## src/rtl/locator_pkg.sv

```systemverilog
// Shared constants and types for the system locator indicator block.
package locator_pkg;
	// Indicator mode, one-hot.
	typedef enum logic [2:0] {
		MODE_DARK = 3'h1,
		MODE_BUTTON = 3'h2,
		MODE_REMOTE = 3'h4
	} mode_e;
	// Blink half period in microseconds and derived clock cycles at 20 MHz.
	localparam int CLK_HZ = 20000000;
	localparam int BLINK_HALF_US = 500000;
	localparam int BLINK_HALF_CYC = (BLINK_HALF_US / 1000) * (CLK_HZ / 1000);
	// Width of the blink counter.
	localparam int BLINK_W = 24;
	// Number of flip-flops in the pin input synchroniser.
	localparam int SYNC_STAGES = 3;
endpackage

```

## src/rtl/press_if.sv

```systemverilog
// Interface carrying cleaned press events from the button synchroniser.
`timescale 1ns/1ns
interface press_if;
	logic press;
	modport source (output press);
	modport sink (input press);
endinterface

```

## src/rtl/button_sync.sv

```systemverilog
// Synchroniser and press detector for the two locator buttons.
`timescale 1ns/1ns
module button_sync
	import locator_pkg::*;
(
	// Clock and reset.
	input wire logic clk_i,
	input wire logic rst_i,
	input wire logic en_i,
	// Raw active-high button levels.
	input wire logic [1:0] btn_i,
	// Press events.
	press_if.source ev
);
	typedef struct packed {
		logic [1:0] s1;
		logic [1:0] s2;
		logic [1:0] s3;
		logic [1:0] level;
	} state_s;
	state_s q;
	state_s next_q;
	logic [1:0] rise;

	// A level changes only once stages two and three agree.
	always_comb begin
		next_q = q;
		rise = 2'h0;
		if (en_i) begin
			next_q.s1 = btn_i;
			next_q.s2 = q.s1;
			next_q.s3 = q.s2;
			for (int i = 0; i < 2; i++) begin
				if (q.s2[i] == q.s3[i]) begin
					next_q.level[i] = q.s3[i];
					rise[i] = q.s3[i] & ~q.level[i];
				end
			end
		end
	end

	// Either button counts as a press.
	assign ev.press = |rise;

	// State register.
	always_ff @(posedge clk_i or posedge rst_i) begin
		if (rst_i) begin
			q <= '0;
		end else begin
			q <= next_q;
		end
	end
endmodule

```

## src/rtl/system_locator_led_control.sv

```systemverilog
// Top of the system locator indicator block.
`timescale 1ns/1ns
// Summary of operation
// - Dark, steady or blinking by activation source.
// - Button press toggles dark and steady.
// - Steady mode ignores remote deactivation.
// - Blinking mode ignores button presses.
// - Both buttons equal, both LEDs together.
// - Enter from dark by button or remote.
module system_locator_led_control
	import locator_pkg::*;
#(
	parameter int BLINK_CYC = BLINK_HALF_CYC
) (
	// Clock, reset and enable.
	input wire logic clk_i,
	input wire logic rst_i,
	input wire logic en_i,
	// Buttons, front in bit 0, rear in bit 1.
	input wire logic [1:0] btn_i,
	// Remote one-cycle requests from the management logic.
	input wire logic remote_on_i,
	input wire logic remote_off_i,
	// Locator LEDs, front and rear, and mode flags.
	output logic led_front_o,
	output logic led_rear_o,
	output logic active_o,
	output logic remote_o
);
	typedef struct packed {
		mode_e mode;
		logic [BLINK_W-1:0] cnt;
		logic phase;
		logic led;
	} state_s;
	state_s q;
	state_s next_q;
	press_if pif ();

	// Wrap test of the blink counter, shared by the logic and its checks.
	function automatic logic blink_wrap(input logic [BLINK_W-1:0] cnt);
		return cnt >= BLINK_W'(BLINK_CYC - 1);
	endfunction

	// Press detection lives in its own module.
	button_sync u_sync (
		.clk_i(clk_i),
		.rst_i(rst_i),
		.en_i(en_i),
		.btn_i(btn_i),
		.ev(pif.source)
	);

	// Mode transitions, blink timing and LED level.
	always_comb begin
		next_q = q;
		if (en_i) begin
			case (q.mode)
				MODE_DARK: begin
					// A press in the same cycle as a remote request wins.
					if (pif.press) begin
						next_q.mode = MODE_BUTTON;
					end else if (remote_on_i) begin
						next_q.mode = MODE_REMOTE;
					end
				end
				MODE_BUTTON: begin
					// Remote requests have no effect here.
					if (pif.press) begin
						next_q.mode = MODE_DARK;
					end
				end
				MODE_REMOTE: begin
					// Presses are ignored; only remote may end it.
					if (remote_off_i) begin
						next_q.mode = MODE_DARK;
					end
				end
				default: begin
					next_q.mode = MODE_DARK;
				end
			endcase
			// The counter runs only in remote mode and is parked at zero
			// elsewhere, so every activation sees a full first half period.
			if (q.mode == MODE_REMOTE) begin
				if (blink_wrap(q.cnt)) begin
					next_q.cnt = '0;
					next_q.phase = ~q.phase;
				end else begin
					next_q.cnt = q.cnt + 1'b1;
				end
			end else begin
				// Blinking restarts lit on each remote activation.
				next_q.cnt = '0;
				next_q.phase = 1'b1;
			end
			case (next_q.mode)
				MODE_BUTTON: next_q.led = 1'b1;
				MODE_REMOTE: next_q.led = next_q.phase;
				default: next_q.led = 1'b0;
			endcase
		end
	end

	// State register.
	always_ff @(posedge clk_i or posedge rst_i) begin
		if (rst_i) begin
			q <= '{mode: MODE_DARK, cnt: '0, phase: 1'b1, led: 1'b0};
		end else begin
			q <= next_q;
		end
	end

	// Both LEDs show one indication.
	assign led_front_o = q.led;
	assign led_rear_o = q.led;
	// Flags decode the registered mode, so they cannot glitch.
	assign active_o = (q.mode != MODE_DARK);
	assign remote_o = (q.mode == MODE_REMOTE);
endmodule
```

## config.mk

```make
export PLATFORM = sky130hd
export DESIGN_NAME = system_locator_led_control
export DESIGN_NICKNAME = d
export VERILOG_FILES = /design/src/rtl/locator_pkg.sv /design/src/rtl/press_if.sv /design/src/rtl/button_sync.sv /design/src/rtl/system_locator_led_control.sv
export SDC_FILE = /design/constraint.sdc
export NUM_CORES = 1
export LEC_CHECK = 0
export ABC_CLOCK_PERIOD_IN_PS = 4700
export BUFFER_PORTS_ARGS = -buffer_cell sky130_fd_sc_hd__buf_4
export CORE_UTILIZATION = 30
export CTS_BUF_LIST = sky130_fd_sc_hd__clkbuf_8 sky130_fd_sc_hd__clkbuf_16
export DETAILED_ROUTE_END_ITERATION = 12
export PLACE_DENSITY = 0.45
export SYNTH_ARGS = -nofsm -noshare
export SYNTH_HDL_FRONTEND = slang
export SYNTH_SLANG_ARGS = --single-unit
```

## constraint.sdc

```tcl
create_clock -name clk_i -period 4.7 [get_ports clk_i]
set_input_delay 0.235 -clock clk_i [delete_from_list [all_inputs] [get_ports clk_i]]
set_output_delay 0.235 -clock clk_i [all_outputs]
set_load 0.02 [all_outputs]
```

Word-level counts from Yosys, hierarchy flattened
Cells that the tools add are included.
- add/subtract/negate cells: 1
- $lt $le $gt $ge: 1
- eq/ne operators: 8
- mux-type cells: 13
- bitwise gates (word level): 5
- reduce and logical (&&, ||, !) cells: 3
- operators with widths (operator ; number):
    25-bit two-way mux ; 1
    24-bit by 1-bit adder with 24-bit output (second input constant) ; 1
    24-bit >= comparator (second input constant) ; 1
    24-bit two-way mux ; 1
    3-bit two-way mux ; 5
    3-bit case mux with 3 select lines ; 1
    3-bit by 2-bit == test with 1-bit output (second input constant) ; 2
    3-bit == test (second input constant) ; 2
    2-bit AND reduction ; 2
    3-bit by 1-bit == test with 1-bit output (second input constant) ; 1
    1-bit two-way mux ; 3
    3-bit by 1-bit inequality test with 1-bit output (second input constant) ; 1
    1-bit inverter ; 3
    1-bit AND ; 2
    1-bit == test ; 2
    2-bit two-way mux ; 1
    1-bit case mux with 2 select lines ; 1
    2-bit OR reduction ; 1
- register bits: 37

Longest topological paths before layout
Gate-level depths: netlist (run 1).
- depth in word-level cells: 10
- gate-level depth with buffers: 8
- depth with buffers taken out: 6

Hierarchy
From an unflattened synthesis (run 1), not the netlist that was laid out.
- cell total of the unflattened synthesis: 229
- area total of the unflattened synthesis: 2128.3 um^2
- modules (own cells, without submodules) (module ; instances ; cells each ; area each (um^2)):
    system_locator_led_control ; 1 ; 202 ; 1760.4
    button_sync ; 1 ; 27 ; 367.9

Worst setup path before layout (run 1)
OpenSTA, ideal clock, no wires.
- path kind: register to register
- start point: register q[2] in the netlist's numbering
- end point: register q[17] in the netlist's numbering
- data arrival time: 1972 ps
- data required time: 4605 ps
- path slack: 2632 ps
- cell stages (with the launch flop): 9
- buffers on the path: 2
- cell sequence: dfrtp_1 ha_1 and4_1 and3_1 buf_2 o2111ai_4 nand3_2 buf_2 o31ai_1
- cells in the longest elaborated chain, start to end: 3
- elaborated cells between the ends (all ways): 4
- RTL lines (element ; RTL line ; RTL):
    from (decl) ; system_locator_led_control.sv:36 ; state_s q;
    from (signal assigned) ; system_locator_led_control.sv:108 ; q <= '{mode: MODE_DARK, cnt: '0, phase: 1'b1, led: 1'b0};
    from (signal assigned) ; system_locator_led_control.sv:110 ; q <= next_q;
    24-bit by 1-bit adder with 24-bit output or 24-bit >= comparator (tied branches) ; system_locator_led_control.sv:90, system_locator_led_control.sv:42 ;
    24-bit two-way mux (*) ; system_locator_led_control.sv:86 ; if (blink_wrap(q.cnt)) begin
    25-bit two-way mux (*) ; system_locator_led_control.sv:85 ; if (q.mode == MODE_REMOTE) begin
Mark *: on every way between the ends. The rest lies on a longest branch, timed or not.
A chain may end at the register's enable or synchronous reset.

Worst setup path in the final report (run 1)
- start point: register q[2] in the netlist's numbering
- end point: register q[18] in the netlist's numbering
The elaborated chain is that of the path after synthesis.

==> results of run 1 <==
-- registers in the layout, summed over array words and instances (netlist names) --
| register | flops |
|---|---|
| u_sync.q | 8 |
| led_front_o | 1 |
| q | 28 |
-- cell usage after synthesis, drive strengths merged, types with 3 or more instances --
master    n  area [um2]
dfrtp    35       875.8
nand2    29       108.9
nand4    18       112.6
inv      14       52.55
nand3    13       70.07
clkbuf    9       33.78
a31oi     8       50.05
o21ai     8       40.04
o22ai     8       50.05
nor2      7       26.28
o311ai    7       61.31
and3      6       37.54
buf       6       32.53
o31ai     6       45.04
a21oi     5       25.02
a41oi     5       43.79
o2bb2ai   5       43.79
mux2      4       45.04
nor2b     4       25.02
and2      3       18.77
and4      3       26.28
-- final cells by class --
| type | instances | area share, % |
|---|---|---|
| multi-input cells | 168 | 46.81 |
| flip-flops and latches | 37 | 38.43 |
| well taps | 96 | 4.972 |
| repair buffers | 13 | 4.039 |
| clock buffers | 5 | 2.848 |
| inverters | 14 | 2.175 |
| clock inverters | 3 | 0.7250 |
-- worst paths after layout --
kind | endpoint | slack (ps) | depth (start not counted)
min reg2reg | u_sync.q[5] | 500 | 2
max in group asynchronous | q[1] | 4270 | 3
max reg2reg | q[18] | 1760 | 6
min in group clk_i | u_sync.q[7] | 180 | 2
max | q[18] | 1760 | 6
min | u_sync.q[2] | 60 | 3
-- layer usage --
layer  global-route usage [%]  vias up
met1                    20.89      892
li1                         -      910
met3                    2.559        7
met4                    4.471        0
met5                        0        -
met2                    24.91       25
-- worst min-delay path: stages --
cell and delay (ps):
buf_4 110, inv_1 40, buf_4 420
-- logic make-up after synthesis --
logic type	synth area share, %
fa+ha+maj	0.5743
simple gates	25.62
mux	2.527
compound gates	23.21
flops	42.62
buf+inv	5.456
-- power by group through the flow --
stage | Sequential (mW) | Clock (mW) | Combinational [mW]
3_5_place_dp | 0.381 | 0 | 0.151
4_1_cts | 0.375 | 0.236 | 0.151
6_report | 0.376 | 0.221 | 0.149
2_1_floorplan | 0.377 | 0 | 0.105
5_1_grt | 0.381 | 0.244 | 0.167
3_3_place_gp | 0.381 | 0 | 0.149
-- stage by stage --
step                total power [mW]  hold WS (ps)  instances  setup WS [ps]  utilization [%]
floorplan                     0.4818         386.7        234           2632                -
global placement              0.5298         397.5        328           1826            33.73
detailed placement            0.5317         400.0        328           1749            33.73
CTS                           0.7620         74.71        336           1707            34.98
global route                  0.7912         124.3        336           1455            34.98
finish                        0.7454         64.07        336           1761            34.98
==> impl_metrics.csv, run 1 <==
group,metric,value,unit
clock_tree,root_buffer,"clkbuf_8",
timing,final.setup.tns,0,ps
synth,synth-seq-area-share,42.62,%
timing,final_max_slew_viol_count,0,
synth,synth.distinct_cells,51,
global_route,grt_max_degree,38,
status,status,"finished clean",
worst_setup_path,crit_family,"compound AO/OA/AOI/OAI gates",
drt,drt_iter0_markers,89,
die,die_area,0.007606,mm2
die,core,0.006907,mm2
hold_path,hp-class,"in -> async",
drt,drtAntennaViolNets,0,
worst_setup_path,cpPeakStageDelay,640,ps
power,max-vdd-ir-drop,0.0001763,V
clock_tree,clk_latency,290,ps
global_route,grt_antenna_before_repair,0,
power,clkPwrFrac,29.6,%
timing,final-setup-viol-count,0,
timing,worstMarginPinSlew,712.0,ps
synth,netlist_area,0.002178,mm2
timing,slew_headroom,52.51,%
drt,via_per_inst,5.458,
placed_design,place_area,0.002330,mm2
timing,fin_crit,2939,ps
synth,ys_seq_elements,37,
worst_setup_path,worstPathRequired,4870,ps
placed_design,gp_congestion,0.7259,
drt,wl_met3,136,um
power,p_leak,0.8810,nW
drt,top_layer_used,"met4",
drt,wl_met1,2640,um
clock_tree,cts_resized,0,
die,ios,11,
clock_tree,ctsHoldBuffers,0,
layout,nets,247,
worst_setup_path,cp_max_fo,24,
synth,async_flop_share,100.0,%
run,maxCapViolCount,0,
layout,final_area,0.002416,mm2
worst_setup_path,path_buf_inv,0,
timing,fin_skew,5.174,ps
power,pwr-share-comb,20.0,%
worst_setup_path,critPathSlowestCell,"o2111ai_4",
timing,rsz0062_at_grt,"no",
placed_design,place_hpwl,3378,um
timing,fmax,340.3,MHz
layout,final.fill_count,732,
global_route,grt_usage,15.29,%
drt,vias,1834,
layout,layout_commonest_cell,"dfrtp_1",
drt,drt-wirelength-per-cell,15.63,um
synth,syn_area_per_cell,9.309,um2
synth,synth-edff-count,0,
timing,fin_crit_sh,62.53,%
worst_setup_path,crit_path_start,"q[2]",
power,internal_power,508.7,uW
clock_tree,cts_made_buffers,5,
layout,seq_area,928.4,um2
worst_setup_path,end_kind,"flop",
synth,synth_warnings,0,
power,powerDensity,308.5,mW/mm2
layout,layout_common_cells,"dfrtp_1, nand2_1, nand4_1, inv_1, buf_4",
drt,wl_met2,2411,um
clock_tree,clock_sinks,37,
placed_design,io_buffer_count,10,
die,die_w,87.21,um
synth,synth_fp_nets,242,
die,dieHeight,87.21,um
clock_tree,max-clock-path-buffers,2,
layout,antenna_cells,0,
layout,areaGrowthSynthToFinish,10.91,%
global_route,grt_pass1_wl,8990,um
clock_tree,h-tree-depth,2,
synth,synthCells,234,
power,switching_share,31.76,%
worst_setup_path,critical_path_arrival,3110,ps
layout,drive_above_1_share,15.42,%
clock_tree,clk_pin_slew_worst_paths,80,ps
power,pwr-share-seq,50.4,%
layout,multi_input_area,0.001131,mm2
power,switchingPower,236.7,uW
drt,drc_errors,0,
clock_tree,cts_tree,"done",
global_route,overflow,0,
worst_setup_path,r2r_start,"q[2]",
clock_tree,post-cts-setup-buffer-count,0,
drt,finalWirelength,5253,um
worst_setup_path,crit_chain,"ha_1 -> and4_1 -> and3_1 -> o2111ai_4 -> nand3_2 -> o311ai_0",
drt,firstDrtPassIters,4,
worst_setup_path,crit_path_start_kind,"flop",
die,initial_core_util,31.54,%
worst_setup_path,crit_type,"reg -> reg",
synth,synth_ff_type,"dfrtp_1",
global_route,grt_pass1_vias,1819,
timing,hold_violations,0,
die,row_count,30,
No activity file was read; power rests on OpenSTA's default activity.
==> inputs of run 2 (changes only) <==
--- a/config.mk
+++ b/config.mk
@@ -5,7 +5,7 @@
 export SDC_FILE = /design/constraint.sdc
 export NUM_CORES = 1
 export LEC_CHECK = 0
-export ABC_CLOCK_PERIOD_IN_PS = 4700
+export ABC_CLOCK_PERIOD_IN_PS = 3030
 export BUFFER_PORTS_ARGS = -buffer_cell sky130_fd_sc_hd__buf_4
 export CORE_UTILIZATION = 30
 export CTS_BUF_LIST = sky130_fd_sc_hd__clkbuf_8 sky130_fd_sc_hd__clkbuf_16
==> constraint.sdc (replaced) <==
create_clock -name clk_i -period 3.03 [get_ports clk_i]
set_input_delay 0.1515 -clock clk_i [delete_from_list [all_inputs] [get_ports clk_i]]
set_output_delay 0.1515 -clock clk_i [all_outputs]
set_load 0.02 [all_outputs]
==> run 2 against run 1 <==
  * Sequential power is 55% higher
  * Sequential share of layout area is 1.0 points lower
  * Worst hold slack better by 14 ps
  * Critical endpoint is now q[11]
  * Largest power group unchanged
==> impl_metrics.csv, run 2 (synthesis results as in run 1) <==
group,metric,value,unit
power,p_total,1.338,mW
worst_setup_path,crit_path_start_kind,"flop",
worst_setup_path,r2r_start,"q[2]",
timing,fmax,365.4,MHz
clock_tree,root_buffer,"clkbuf_8",
power,p_leak,0.9135,nW
timing,slew_headroom,60.61,%
die,ios,11,
timing,fin_crit,2736,ps
worst_setup_path,worstPathRequired,3210,ps
drt,wl_met3,153,um
layout,final.fill_count,735,
clock_tree,cts_resized,0,
clock_tree,max-clock-path-buffers,2,
clock_tree,clock_sinks,37,
worst_setup_path,end_kind,"flop",
drt,drt_iter0_markers,91,
layout,seq_area,928.4,um2
global_route,grt_antenna_before_repair,0,
clock_tree,clk_latency,300,ps
timing,fin_crit_sh,90.31,%
clock_tree,cts_made_buffers,5,
die,initial_core_util,31.54,%
clock_tree,h-tree-depth,2,
worst_setup_path,r2r_cells,6,
placed_design,place_hpwl,3460,um
power,max-vdd-ir-drop,0.0002335,V
status,status,"finished clean",
worst_setup_path,critical_path_arrival,2910,ps
hold_path,min_from,"btn_i[0]",
timing,rsz0062_at_grt,"no",
global_route,grt_usage,15.86,%
worst_setup_path,crit_family,"simple AND/OR/NAND/NOR gates",
drt,top_layer_used,"met4",
layout,antenna_cells,0,
layout,areaGrowthSynthToFinish,13.90,%
drt,vias,1848,
clock_tree,cts_tree,"done",
layout,fin_util,35.92,%
hold_path,min_to,"u_sync.q[6]",
die,row_count,30,
placed_design,gp_congestion,0.7867,
drt,drt-wirelength-per-cell,15.67,um
worst_setup_path,cpPeakStageDelay,460,ps
timing,final.setup.tns,0,ps
layout,drive_above_1_share,15.70,%
worst_setup_path,cp_max_fo,18,
layout,nets,249,
timing,worstMarginPinSlew,587.7,ps
worst_setup_path,crit_chain,"ha_1 -> and4_1 -> and3_1 -> o2111ai_4 -> nand3_2 -> o311ai_0",
die,dieHeight,87.21,um
layout,layout_common_cells,"dfrtp_1, nand2_1, nand4_1, inv_1, buf_4",
drt,firstDrtPassIters,4,
placed_design,io_buffer_count,10,
global_route,grt_max_degree,38,
layout,layout_commonest_cell,"dfrtp_1",
die,core,0.006907,mm2
worst_setup_path,worstSetupPathDepth,6,
worst_setup_path,crit_type,"reg -> reg",
drt,wl_met2,2313,um
worst_setup_path,r2r_end,"q[11]",
drt,via_per_inst,5.467,
worst_setup_path,path_buf_inv,0,
hold_path,min_path_cells,2,
timing,final_max_slew_viol_count,0,
timing,hold_violations,0,
global_route,grt_pass1_vias,1791,
power,powerDensity,539.3,mW/mm2
global_route,overflow,0,
timing,final-setup-viol-count,0,
global_route,grt_pass1_wl,9211,um
drt,finalWirelength,5295,um
timing,fin_skew,8.045,ps
drt,drtAntennaViolNets,0,
layout,largest-register,"q",
worst_setup_path,reg2reg_slack,290,ps
layout,largest_reg_flops,28,
run,maxCapViolCount,0,
clock_tree,clk_pin_slew_worst_paths,80,ps
layout,multi_input_area,0.001131,mm2
hold_path,hp-class,"in -> reg",
drt,drc_errors,0,
drt,wl_met1,2758,um
die,die_area,0.007606,mm2
timing,hold-worst-slack,78.31,ps
die,die_w,87.21,um
worst_setup_path,critPathSlowestCell,"o311ai_0",
## run 2: cell types whose count changed in the layout (fill, tap and decap cells not counted)
cell / delta
dlygate4sd3_1: +1
bufinv_16: +2
clkinv_2: -1
clkinvlp_4: -1
buf_4: +1
## run 2: worst max-delay path by stage
stage / start / to / slack [ps]
2_1_floorplan: q[2] / q[17] / 960
3_3_place_gp: q[2] / q[12] / 410
3_5_place_dp: q[2] / q[11] / 290
4_1_cts: q[2] / q[11] / 280
5_1_grt: q[2] / q[11] / 40
6_report: q[2] / q[11] / 290
## run 2: routing by layer
metal | GRT usage [%] | up-vias
li1 | - | 911
met1 | 22.31 | 901
met2 | 24.55 | 30
met3 | 3.128 | 6
met4 | 4.918 | 0
met5 | 0 | -
## run 2: cell type report
type	instances	area share, %
Multi-Input combinational cell	168	45.59
Tap cell	96	4.841
Timing Repair Buffer	15	4.639
Clock buffer	5	2.774
Clock inverter	3	2.622
Sequential cell	37	37.42
Inverter	14	2.118
## run 2: metrics by stage
stage / setup WS [ps] / instance area, um2 / cells
floorplan: 962.3 / 2178 / 234
global placement: 406.6 / 2337 / 329
detailed placement: 295.0 / 2337 / 329
CTS: 276.9 / 2481 / 338
global route: 37.30 / 2481 / 338
finish: 293.6 / 2481 / 338
## run 2: timing repair
| action | CTS | global route |
|---|---|---|
| setup buffers | 0 | 0 |
| hold endpoints to repair | 28 | 0 |
| hold buffers | 1 | 0 |
| endpoints found under the setup margin | 0 | 0 |
## run 2: where the power goes
part	switching (mW)	internal [mW]	total, mW	leakage (nW)
Clock	0.199	0.327	0.526	0.0681
Combinational	0.138	0.0918	0.229	0.357
Sequential	0.0435	0.539	0.583	0.488
Total	0.380	0.958	1.34	0.914
